===== config.mk =====
export PLATFORM = sky130hd
export DESIGN_NAME = sslp_ctrl
export DESIGN_NICKNAME = d
export VERILOG_FILES = /design/src/rtl/sslp_pkg.sv /design/src/rtl/sslp_ctrl.sv
export SDC_FILE = /design/constraint.sdc
export NUM_CORES = 1
export LEC_CHECK = 0
export BUFFER_PORTS_ARGS = -buffer_cell sky130_fd_sc_hd__buf_2
export CORE_UTILIZATION = 45
export CTS_BUF_LIST = sky130_fd_sc_hd__clkbuf_16
export CTS_CLUSTER_DIAMETER = 30
export CTS_CLUSTER_SIZE = 28
export DETAILED_ROUTE_END_ITERATION = 8
export PLACE_DENSITY = 0.66
export SLEW_MARGIN = 20
export SYNTH_ARGS = -nofsm -noshare
export SYNTH_HDL_FRONTEND = slang
export SYNTH_SLANG_ARGS = --single-unit

===== constraint.sdc =====
create_clock -name core_clk -period 3.05 [get_ports core_clk]
set_input_delay 0.61 -clock core_clk [delete_from_list [all_inputs] [get_ports core_clk]]
set_output_delay 0.61 -clock core_clk [all_outputs]
set_load 0.01 [all_outputs]

===== src/rtl/sslp_pkg.sv =====
// Purpose: constants and types for the swing and lane power control
// Assumes: 4 ports, 8 lanes in 2 quads, 100 MHz core_clk
// Notes:   register offsets are byte addresses on a 32-bit word bus
// Behaviour
// - ports run full swing; low_swing_enable selects half-level low swing.
// - low swing turns de-emphasis off, ignoring selectable/compliance settings.
// - current de-emphasis status is invalid while low swing is on.
// - gen1 low-swing drive code 0x00..0x0f from low_swing_gen1_level.
// - gen2 low-swing drive code 0x00..0x0f from low_swing_gen2_level.
// - compliance with low swing uses transmit_margin low entry, no de-emphasis.
// - new transmit_margin applies only in a margin-changing LTSSM state.
// - each lane has independent rx_eq_zero and rx_eq_boost controls.
// - disabled x4 or x8 port puts its one or two quads in deep power.
// - quad whose lanes all belong to disabled ports goes deep.
// - enabled port: quads on, used lanes active, unused lanes down.
// - lane is used if a partner was detected on it in Detect.
// - used lanes are re-evaluated on every return to Detect.
// - width-reduced inactive lanes sit in P1, idle tx, rx termination on.
// - quad_power_down powers the quad down for every sharing port.
package sslp_pkg;
    localparam int NPORT = 4;
    localparam int NLANE = 8;
    localparam int NQUAD = 2;
    // ************************************************************
    // register map
    // ************************************************************
    localparam logic [7:0] ADDR_SWING  = 8'h00;
    localparam logic [7:0] ADDR_LEVEL  = 8'h04;
    localparam logic [7:0] ADDR_MARGIN = 8'h08;
    localparam logic [7:0] ADDR_PORT   = 8'h0c;
    localparam logic [7:0] ADDR_EQZ    = 8'h10;
    localparam logic [7:0] ADDR_EQB    = 8'h14;
    localparam logic [7:0] ADDR_STATUS = 8'h18;
    localparam logic [7:0] ADDR_LPWR   = 8'h1c;
    localparam int SW_LOWSW     = 0;
    localparam int SW_SELDEEMPH = 4;
    localparam int SW_CMPDEEMPH = 8;
    localparam int SW_QPD       = 12;
    localparam int PC_EN    = 0;
    localparam int PC_OWNER = 8;
    localparam int ST_USED  = 0;
    localparam int ST_QDEEP = 8;
    localparam int ST_APPTM = 12;
    localparam logic [31:0] RST_PORT   = 32'h00aa_500f;
    localparam logic [31:0] RST_LEVEL  = 32'h5555_5555;
    localparam logic [31:0] RST_EQ     = 32'h0000_0000;
    localparam logic [2:0]  MARGIN_NORMAL = 3'h0;
    // ************************************************************
    // link state codes, one-hot
    // ************************************************************
    localparam logic [4:0] LT_DETECT = 5'h01;
    localparam logic [4:0] LT_COMPL  = 5'h02;
    localparam logic [4:0] LT_RLOCK  = 5'h04;
    localparam logic [4:0] LT_L0     = 5'h08;
    localparam logic [4:0] LT_OTHER  = 5'h10;
    // lane power codes
    localparam logic [1:0] LP_P0   = 2'h0;
    localparam logic [1:0] LP_P1   = 2'h1;
    localparam logic [1:0] LP_P2   = 2'h2;
    localparam logic [1:0] LP_DEEP = 2'h3;
    typedef struct packed {
        logic       lowSwing;
        logic       deemphOn;
        logic       marginActive;
        logic [2:0] marginSel;
        logic [3:0] level;
    } sslp_tx_s;
    typedef struct packed {
        logic valid;
        logic deemph;
    } sslp_lsts_s;
endpackage


===== src/rtl/sslp_ctrl.sv =====
// Purpose: transmit swing mode and lane/quad power decisions
// Assumes: link inputs synchronous to core_clk
// Notes:   analog codes only; drive levels themselves live in the PHY
module sslp_ctrl (
    // clock and reset
    input  wire logic                          core_clk,
    input  wire logic                          rstn,
    // register port
    input  wire logic [7:0]                    regAddr,
    input  wire logic [31:0]                   regWrData,
    input  wire logic                          regWrEn,
    input  wire logic                          regRdEn,
    output logic [31:0]                        regRdData,
    // link state per port
    input  wire logic [sslp_pkg::NPORT-1:0][4:0] ltssmState,
    input  wire logic [sslp_pkg::NPORT-1:0]    gen2Rate,
    // lane status from the phy
    input  wire logic [sslp_pkg::NLANE-1:0]    partnerDetect,
    input  wire logic [sslp_pkg::NLANE-1:0]    laneActive,
    // transmitter and status controls per port
    output sslp_pkg::sslp_tx_s [sslp_pkg::NPORT-1:0]   txCtrl,
    output sslp_pkg::sslp_lsts_s [sslp_pkg::NPORT-1:0] linkStatusTwo,
    // receiver equalizer per lane
    output logic [sslp_pkg::NLANE-1:0][3:0]    rxEqZero,
    output logic [sslp_pkg::NLANE-1:0][3:0]    rxEqBoost,
    // power states
    output logic [sslp_pkg::NLANE-1:0][1:0]    lanePower,
    output logic [sslp_pkg::NQUAD-1:0]         quadOn
);
    import sslp_pkg::*;

    // ************************************************************
    // registers
    // ************************************************************
    logic [15:0]            swingCtrl;
    logic [31:0]            levelCtrl;
    logic [11:0]            marginCtrl;
    logic [31:0]            portCtrl;
    logic [NPORT-1:0][2:0]  marginApplied;
    logic [NLANE-1:0]       laneUsed;
    logic [NQUAD-1:0]       quadDeep;
    logic [NPORT-1:0]       inCompl;

    function automatic logic [1:0] ownerOf(input logic [31:0] pc,
                                           input int lane);
        ownerOf = pc[PC_OWNER + 2*lane +: 2];
    endfunction

    function automatic logic portEnabled(input logic [31:0] pc,
                                         input int lane);
        portEnabled = pc[PC_EN + int'(ownerOf(pc, lane))];
    endfunction

    always_ff @(posedge core_clk or negedge rstn) begin
        if (!rstn) begin
            swingCtrl  <= 16'h0000;
            levelCtrl  <= RST_LEVEL;
            marginCtrl <= 12'h000;
            portCtrl   <= RST_PORT;
        end else if (regWrEn) begin
            if (regAddr == ADDR_SWING) begin
                swingCtrl <= regWrData[15:0];
            end else if (regAddr == ADDR_LEVEL) begin
                levelCtrl <= regWrData;
            end else if (regAddr == ADDR_MARGIN) begin
                marginCtrl <= regWrData[11:0];
            end else if (regAddr == ADDR_PORT) begin
                portCtrl <= regWrData;
            end
        end
    end

    // equalizer fields go straight to the lanes, no coupling between them
    always_ff @(posedge core_clk or negedge rstn) begin
        if (!rstn) begin
            rxEqZero  <= RST_EQ;
            rxEqBoost <= RST_EQ;
        end else if (regWrEn) begin
            if (regAddr == ADDR_EQZ) begin
                rxEqZero <= regWrData;
            end else if (regAddr == ADDR_EQB) begin
                rxEqBoost <= regWrData;
            end
        end
    end

    // ************************************************************
    // read port, data only in the cycle after the strobe
    // ************************************************************
    logic [31:0] next_rdData;

    always_comb begin
        next_rdData = 32'h0000_0000;
        if (regAddr == ADDR_SWING) begin
            next_rdData[15:0] = swingCtrl;
        end else if (regAddr == ADDR_LEVEL) begin
            next_rdData = levelCtrl;
        end else if (regAddr == ADDR_MARGIN) begin
            next_rdData[11:0] = marginCtrl;
        end else if (regAddr == ADDR_PORT) begin
            next_rdData = portCtrl;
        end else if (regAddr == ADDR_EQZ) begin
            next_rdData = rxEqZero;
        end else if (regAddr == ADDR_EQB) begin
            next_rdData = rxEqBoost;
        end else if (regAddr == ADDR_STATUS) begin
            next_rdData[ST_USED +: NLANE]    = laneUsed;
            next_rdData[ST_QDEEP +: NQUAD]   = quadDeep;
            next_rdData[ST_APPTM +: 3*NPORT] = marginApplied;
        end else if (regAddr == ADDR_LPWR) begin
            next_rdData[2*NLANE-1:0] = lanePower;
        end
    end

    always_ff @(posedge core_clk or negedge rstn) begin
        if (!rstn) begin
            regRdData <= 32'h0000_0000;
        end else if (regRdEn) begin
            regRdData <= next_rdData;
        end else begin
            regRdData <= 32'h0000_0000;
        end
    end

    // ************************************************************
    // margin capture and swing per port
    // ************************************************************
    // margin changes mid-link would glitch the line; hold until allowed
    always_ff @(posedge core_clk or negedge rstn) begin
        if (!rstn) begin
            marginApplied <= '0;
        end else begin
            for (int p = 0; p < NPORT; p++) begin
                if (ltssmState[p] == LT_RLOCK ||
                    ltssmState[p] == LT_COMPL) begin
                    marginApplied[p] <= marginCtrl[3*p +: 3];
                end
            end
        end
    end

    always_ff @(posedge core_clk or negedge rstn) begin
        if (!rstn) begin
            inCompl <= '0;
        end else begin
            for (int p = 0; p < NPORT; p++) begin
                inCompl[p] <= (ltssmState[p] == LT_COMPL);
            end
        end
    end

    always_ff @(posedge core_clk or negedge rstn) begin
        if (!rstn) begin
            txCtrl        <= '0;
            linkStatusTwo <= '0;
        end else begin
            for (int p = 0; p < NPORT; p++) begin
                txCtrl[p].lowSwing <= swingCtrl[SW_LOWSW + p];
                if (swingCtrl[SW_LOWSW + p]) begin
                    txCtrl[p].deemphOn <= 1'b0;
                end else if (inCompl[p]) begin
                    txCtrl[p].deemphOn <= swingCtrl[SW_CMPDEEMPH + p];
                end else begin
                    txCtrl[p].deemphOn <= swingCtrl[SW_SELDEEMPH + p];
                end
                txCtrl[p].marginActive <= inCompl[p] ||
                    (marginApplied[p] != MARGIN_NORMAL);
                txCtrl[p].marginSel <= marginApplied[p];
                if (!swingCtrl[SW_LOWSW + p]) begin
                    txCtrl[p].level <= 4'h0;
                end else if (gen2Rate[p]) begin
                    txCtrl[p].level <= levelCtrl[8*p+4 +: 4];
                end else begin
                    txCtrl[p].level <= levelCtrl[8*p +: 4];
                end
                linkStatusTwo[p].valid <= !swingCtrl[SW_LOWSW + p];
                linkStatusTwo[p].deemph <= swingCtrl[SW_LOWSW + p] ? 1'b0 :
                    (inCompl[p] ? swingCtrl[SW_CMPDEEMPH + p]
                                : swingCtrl[SW_SELDEEMPH + p]);
            end
        end
    end

    // ************************************************************
    // lane usage, refreshed on every pass through Detect
    // ************************************************************
    always_ff @(posedge core_clk or negedge rstn) begin
        if (!rstn) begin
            laneUsed <= '0;
        end else begin
            for (int l = 0; l < NLANE; l++) begin
                if (ltssmState[ownerOf(portCtrl, l)] == LT_DETECT) begin
                    laneUsed[l] <= partnerDetect[l];
                end
            end
        end
    end

    // ************************************************************
    // quad and lane power
    // ************************************************************
    logic [NQUAD-1:0] next_quadDeep;

    // a disabled x4 or x8 port owns whole quads, so the all-disabled
    // test covers it as well as mixed x1/x2 quads
    always_comb begin
        for (int q = 0; q < NQUAD; q++) begin
            next_quadDeep[q] = swingCtrl[SW_QPD + q];
            if (!portEnabled(portCtrl, 4*q) &&
                !portEnabled(portCtrl, 4*q+1) &&
                !portEnabled(portCtrl, 4*q+2) &&
                !portEnabled(portCtrl, 4*q+3)) begin
                next_quadDeep[q] = 1'b1;
            end
        end
    end

    always_ff @(posedge core_clk or negedge rstn) begin
        if (!rstn) begin
            quadDeep <= '1;
            quadOn   <= '0;
        end else begin
            quadDeep <= next_quadDeep;
            quadOn   <= ~next_quadDeep;
        end
    end

    always_ff @(posedge core_clk or negedge rstn) begin
        if (!rstn) begin
            lanePower <= {NLANE{LP_DEEP}};
        end else begin
            for (int l = 0; l < NLANE; l++) begin
                if (next_quadDeep[l/4]) begin
                    lanePower[l] <= LP_DEEP;
                end else if (!portEnabled(portCtrl, l)) begin
                    lanePower[l] <= LP_DEEP;
                end else if (!laneUsed[l]) begin
                    lanePower[l] <= LP_P2;
                end else if (ltssmState[ownerOf(portCtrl, l)] == LT_L0 &&
                             !laneActive[l]) begin
                    lanePower[l] <= LP_P1;
                end else begin
                    lanePower[l] <= LP_P0;
                end
            end
        end
    end
endmodule


# Yosys cells after proc, flatten, opt, wreduce, memory -nomap -nowiden
# Cells that the tools add are included.
# totals
reg_bits	276
latch_bits	0
ramBits	0
mem_bits_ro	0
wordCells	270
n_memories	0
# classes
addsub	0
multipliers	0
n_div	0
order_cmp	16
n_eq_ne	31
n_shift	0
mux	97
bitwise_logic	5
reduce_logical	53
# ops
operator	n
$mux W32	4
$bmux W5 S2	8
$mux W2	25
$lt A2 B6 Y1 const B	8
$mux W16	3
$eq A5 B1 Y1 const B	8
$eq A5 B4 Y1 const B	8
$mux W5	8
$mux W4	9
$eq A8 B5 Y1 const B	4
$mux W1	26
$lt A2 B3 Y1 const B	8
$mux W24	1
$eq A5 B2 Y1 const B	4
$eq A5 B3 Y1 const B	4
$logic_not A1 Y1	20
$mux W20	1
$bmux W1 S2	8
$eq A8 B4 Y1 const B	2
$mux W8	2
$logic_and A1 B1 Y1	14
$mux W12	1
$reduce_bool A3 Y1	4
$mux W10	1
9 further kinds	21

# Logic depth before layout (Yosys ltp)
# logic_depth
depth_word	10
depth_mapped	8
depth_no_buf	4

# Worst setup path before layout
# No wires, ideal clock.
# synth_path
path_type	input to register
start	input regAddr[2]
end	register rxEqZero[0] (netlist name)
setup_ps	125
arrival_time_ps	1956
setup_slack_ps	970
stages	5
path_cell_list	buf_2 or4_1 nor2_2 buf_4 mux2_2
# synth_via
elab_chain_len	2
# synth_rtl
element	line	rtl
start, declared	sslp_ctrl.sv:9	input wire logic [7:0] regAddr,
$eq A8 B5 Y1	sslp_ctrl.sv:79	if (regAddr == ADDR_EQZ) begin
$reduce_and A2 Y1 (no source line)	n/a	
end signal, assigned	sslp_ctrl.sv:80	rxEqZero <= regWrData;
end, declared	sslp_ctrl.sv:24	output logic [sslp_pkg::NLANE-1:0][3:0] rxEqZero,
# Every way passes these cells.
# A chain may end at the register's enable or synchronous reset.

# Worst setup path after layout
# layout_path
start	input regAddr[1]
end	register marginCtrl[3]
# layout_via
elab_chain_len	3
word_cells_on_any_way	6
cone_classes	eq/ne: 2; bitwise: 2; reduce/logical: 2
# layout_rtl
element	line	rtl
$eq A8 B3 Y1 / $logic_not A8 Y1 (equally long branches)	sslp_ctrl.sv:63, sslp_ctrl.sv:61	
$not A1 Y1 (no source line)	n/a	
$reduce_and A4 Y1 (no source line) *	n/a	
end signal, assigned	sslp_ctrl.sv:66	marginCtrl <= regWrData[11:0];
end, declared	sslp_ctrl.sv:37	logic [11:0] marginCtrl;
# Mark *: on every way between the ends. The rest lies on a longest branch, timed or not.

==> qor.yml <==
status: "finished clean"
fin_crit_ps: 1985
worstSetupPathType: "input port to flip-flop"
overflow: 0
path_cells: "buf_2 > or2_1 > nor3_2 > and3_1 > mux2_2"
yosys_register_bits: 276
nFillCells: 2226
p_total_mw: 11.03
yosysWarnings: 0
area_delta_synth_final_pct: 28.94
critical_path.max_stage_delay_ps: 580
tritoncts: "yes"
critPathRequiredTime_ps: 3490
setup.worst_path.start_class: "input port"
gp_congestion: 0.9096
fin_cells: 1649
grt_max_degree: 88
ios: 246
postRouteWirelength_mm: 37.81
cap_violations: 0
firstDrtPassIters: 5
dieArea_mm2: 0.02869
grt_usage_pct: 26.93
finalMaxSlewViolations: 0
r2r-end: "laneUsed[3]$_DFFE_PN0N_"
dp_worst_setup_slack_ps: 530.4
vias_per_cell: 5.654
synth_area_leader_cell: "dfrtp_1"
finalWorstSetupSlack_ps: 1065
synth_area_per_cell_um2: 13.28
drive_gt1_share_pct: 51.14
ys.flop_type: "dfrtp_1"
wire_per_inst_um: 22.93
postLayoutCoreUtil_pct: 59.65
drc: 0
p_int_mw: 8.301
cellPowerDensity_mw_per_mm2: 678.3
reg2reg_from: "portCtrl[14]$_DFFE_PN1P_"
max-vdd-ir-drop_v: 0.0004528
finalCritPeriodShare_pct: 65.08
hold_buffers: 0
hold_viol_final: 0
tightest_slew_ps: 707.2
clock_path_buffers: 3
p_leak_nw: 7.873
synth_area_mm2: 0.01261
post_cts_buffers: 0
hpwl_mm: 27.28
combinationalPowerShare_pct: 7.6
p_clk_share_pct: 55.3
fmax_mhz: 503.8
clk_pin_slew_ps: 50
syn_nets: 1033
seq_power_share_pct: 37.1
hold_path.class: "input port to asynchronous set/reset pin"
port_buffers: 245
setup_viol: 0
synth.top_cell.area_share_pct: 46.05
synth_edf_count: 0
r2r_slack_ps: 1150
path_max_fanout: 15
ant_nets: 0
cts_max_level: 2
dp_cells: 1540
synth_area_leaders: "dfrtp_1, mux2_2, dfstp_2"
async_flop_share_pct: 100.0
initial_core_util_pct: 46.26
die_x_um: 169.4
seq_area_frac_synth_pct: 55.22
reg2regPathDepth: 4
synth.distinct_cells: 52
rsz0062_at_grt: "no"
grt_pass1_wl_mm: 57.28
mostFrequentLayoutCell: "buf_2"
slew_headroom_pct: 52.85
cts_resized: 0
drt-initial-drc-count: 786
switching_share_pct: 24.72
grt_pass1_vias: 9464
crit_path_top_delay_cell: "and3_1"
antenna_found_initial: 6
synth_cells: 949
finalSetupTns_ps: 0
final_cell_mix: "buf_2, dfrtp_1, mux2_2, nor2_1, nand2_1"
rows: 60
die_h_um: 169.4
clock_latency_ps: 570
cts_root_buffer: "clkbuf_16"
clock_skew_ps: 15.93
finalNetCount: 1311
end_kind: "flip-flop"
numCtsBuffers: 57
p_switching_mw: 2.725
cts.sinks: 276
vias: 9323
worstPathArrival_ps: 2430
core_mm2: 0.02725
==> worst max-delay path by stage <==
stage	to	from	cells after the start
floorplan	rxEqZero[0]$_DFFE_PN0P_	regAddr[2]	5
global placement	marginCtrl[4]$_DFFE_PN0P_	regAddr[1]	5
detailed placement	marginCtrl[3]$_DFFE_PN0P_	regAddr[1]	5
CTS	marginCtrl[3]$_DFFE_PN0P_	regAddr[1]	5
global route	marginCtrl[6]$_DFFE_PN0P_	regAddr[1]	5
finish	marginCtrl[3]$_DFFE_PN0P_	regAddr[1]	5
==> worst max-delay path, delay by kind of cell <==
kind	cells	cell delay, ps
buffers and inverters	1	180
muxes	1	400
and+or+nand+nor	3	1220
==> metrics by stage <==
| step | instance area (µm²) | hold WS (ps) |
|---|---|---|
| after floorplan | 12610 | 314.4 |
| after global placement | 14320 | 437.6 |
| after detailed placement | 14320 | 426.3 |
| after CTS | 16250 | 90.08 |
| after global routing | 16250 | 103.4 |
| final | 16260 | 51.18 |
==> cells in the mapped netlist (4+ instances only) <==
library cell / number
mux2i_1: 41
buf_2: 22
a221o_1: 6
a2bb2oi_1: 13
nand2b_1: 5
dfstp_2: 44
clkbuf_1: 23
or2_2: 9
nor3b_1: 8
nor3_1: 10
o2bb2ai_1: 5
mux2_1: 6
buf_4: 11
a32o_1: 10
or4_1: 10
nor2_1: 69
mux4_2: 41
o211ai_1: 5
o21ai_0: 29
nand3_1: 29
nor2b_1: 9
inv_1: 9
a21oi_1: 25
nand2_1: 59
or3_1: 9
xnor2_1: 4
dfrtp_1: 232
mux2_2: 170
==> cells by family after synthesis <==
logic type,count (synthesis),synth area share [%]
AO/OA/AOI/OAI,107,5.945
XOR/XNOR,4,0.2779
buffers and inverters,67,2.600
flip-flops,276,55.22
multiplexers,258,26.30
AND/OR/NAND/NOR,237,9.657
==> sequential cells by signal (all words and copies together) (netlist names) <==
register and count:
laneUsed 8, marginApplied 12, marginCtrl 12, linkStatusTwo 8, rxEqZero 32, inCompl 4, levelCtrl 32, portCtrl 32
regRdData 32, lanePower 16, quadDeep 2, txCtrl 36, swingCtrl 16, quadOn 2, rxEqBoost 32
==> cell type report <==
cell class | instances | area, µm² | area share, %
diodes | 2 | 5.005 | 0.03079
clock buffers | 57 | 1426 | 8.775
clock inverters | 50 | 508.0 | 3.125
inverters | 9 | 33.78 | 0.2078
multi-input cells | 606 | 5329 | 32.78
flip-flops and latches | 276 | 6962 | 42.83
well taps | 372 | 465.4 | 2.863
repair buffers | 277 | 1526 | 9.390
==> per-layer routing <==
metal / up-vias / routed length [µm] / part of all wire [%] / GRT usage, %
li1: 4091 / - / - / -
met1: 4746 / 16380 / 43 / 38.10
met2: 421 / 17390 / 46 / 41.01
met3: 63 / 3034 / 8.0 / 6.040
met4: 2 / 983 / 2.6 / 9.244
met5: - / 13 / 0.034 / 0
==> power groups by stage <==
stage	Sequential, mW	Clock [mW]	Combinational (mW)
2_1_floorplan	4.08	0	0.434
3_3_place_gp	4.14	0	0.823
3_5_place_dp	4.14	0	0.837
4_1_cts	4.09	6.17	0.842
5_1_grt	4.11	6.37	0.911
6_report	4.09	6.10	0.839
Note: power is estimated with default switching activity, not from simulation.
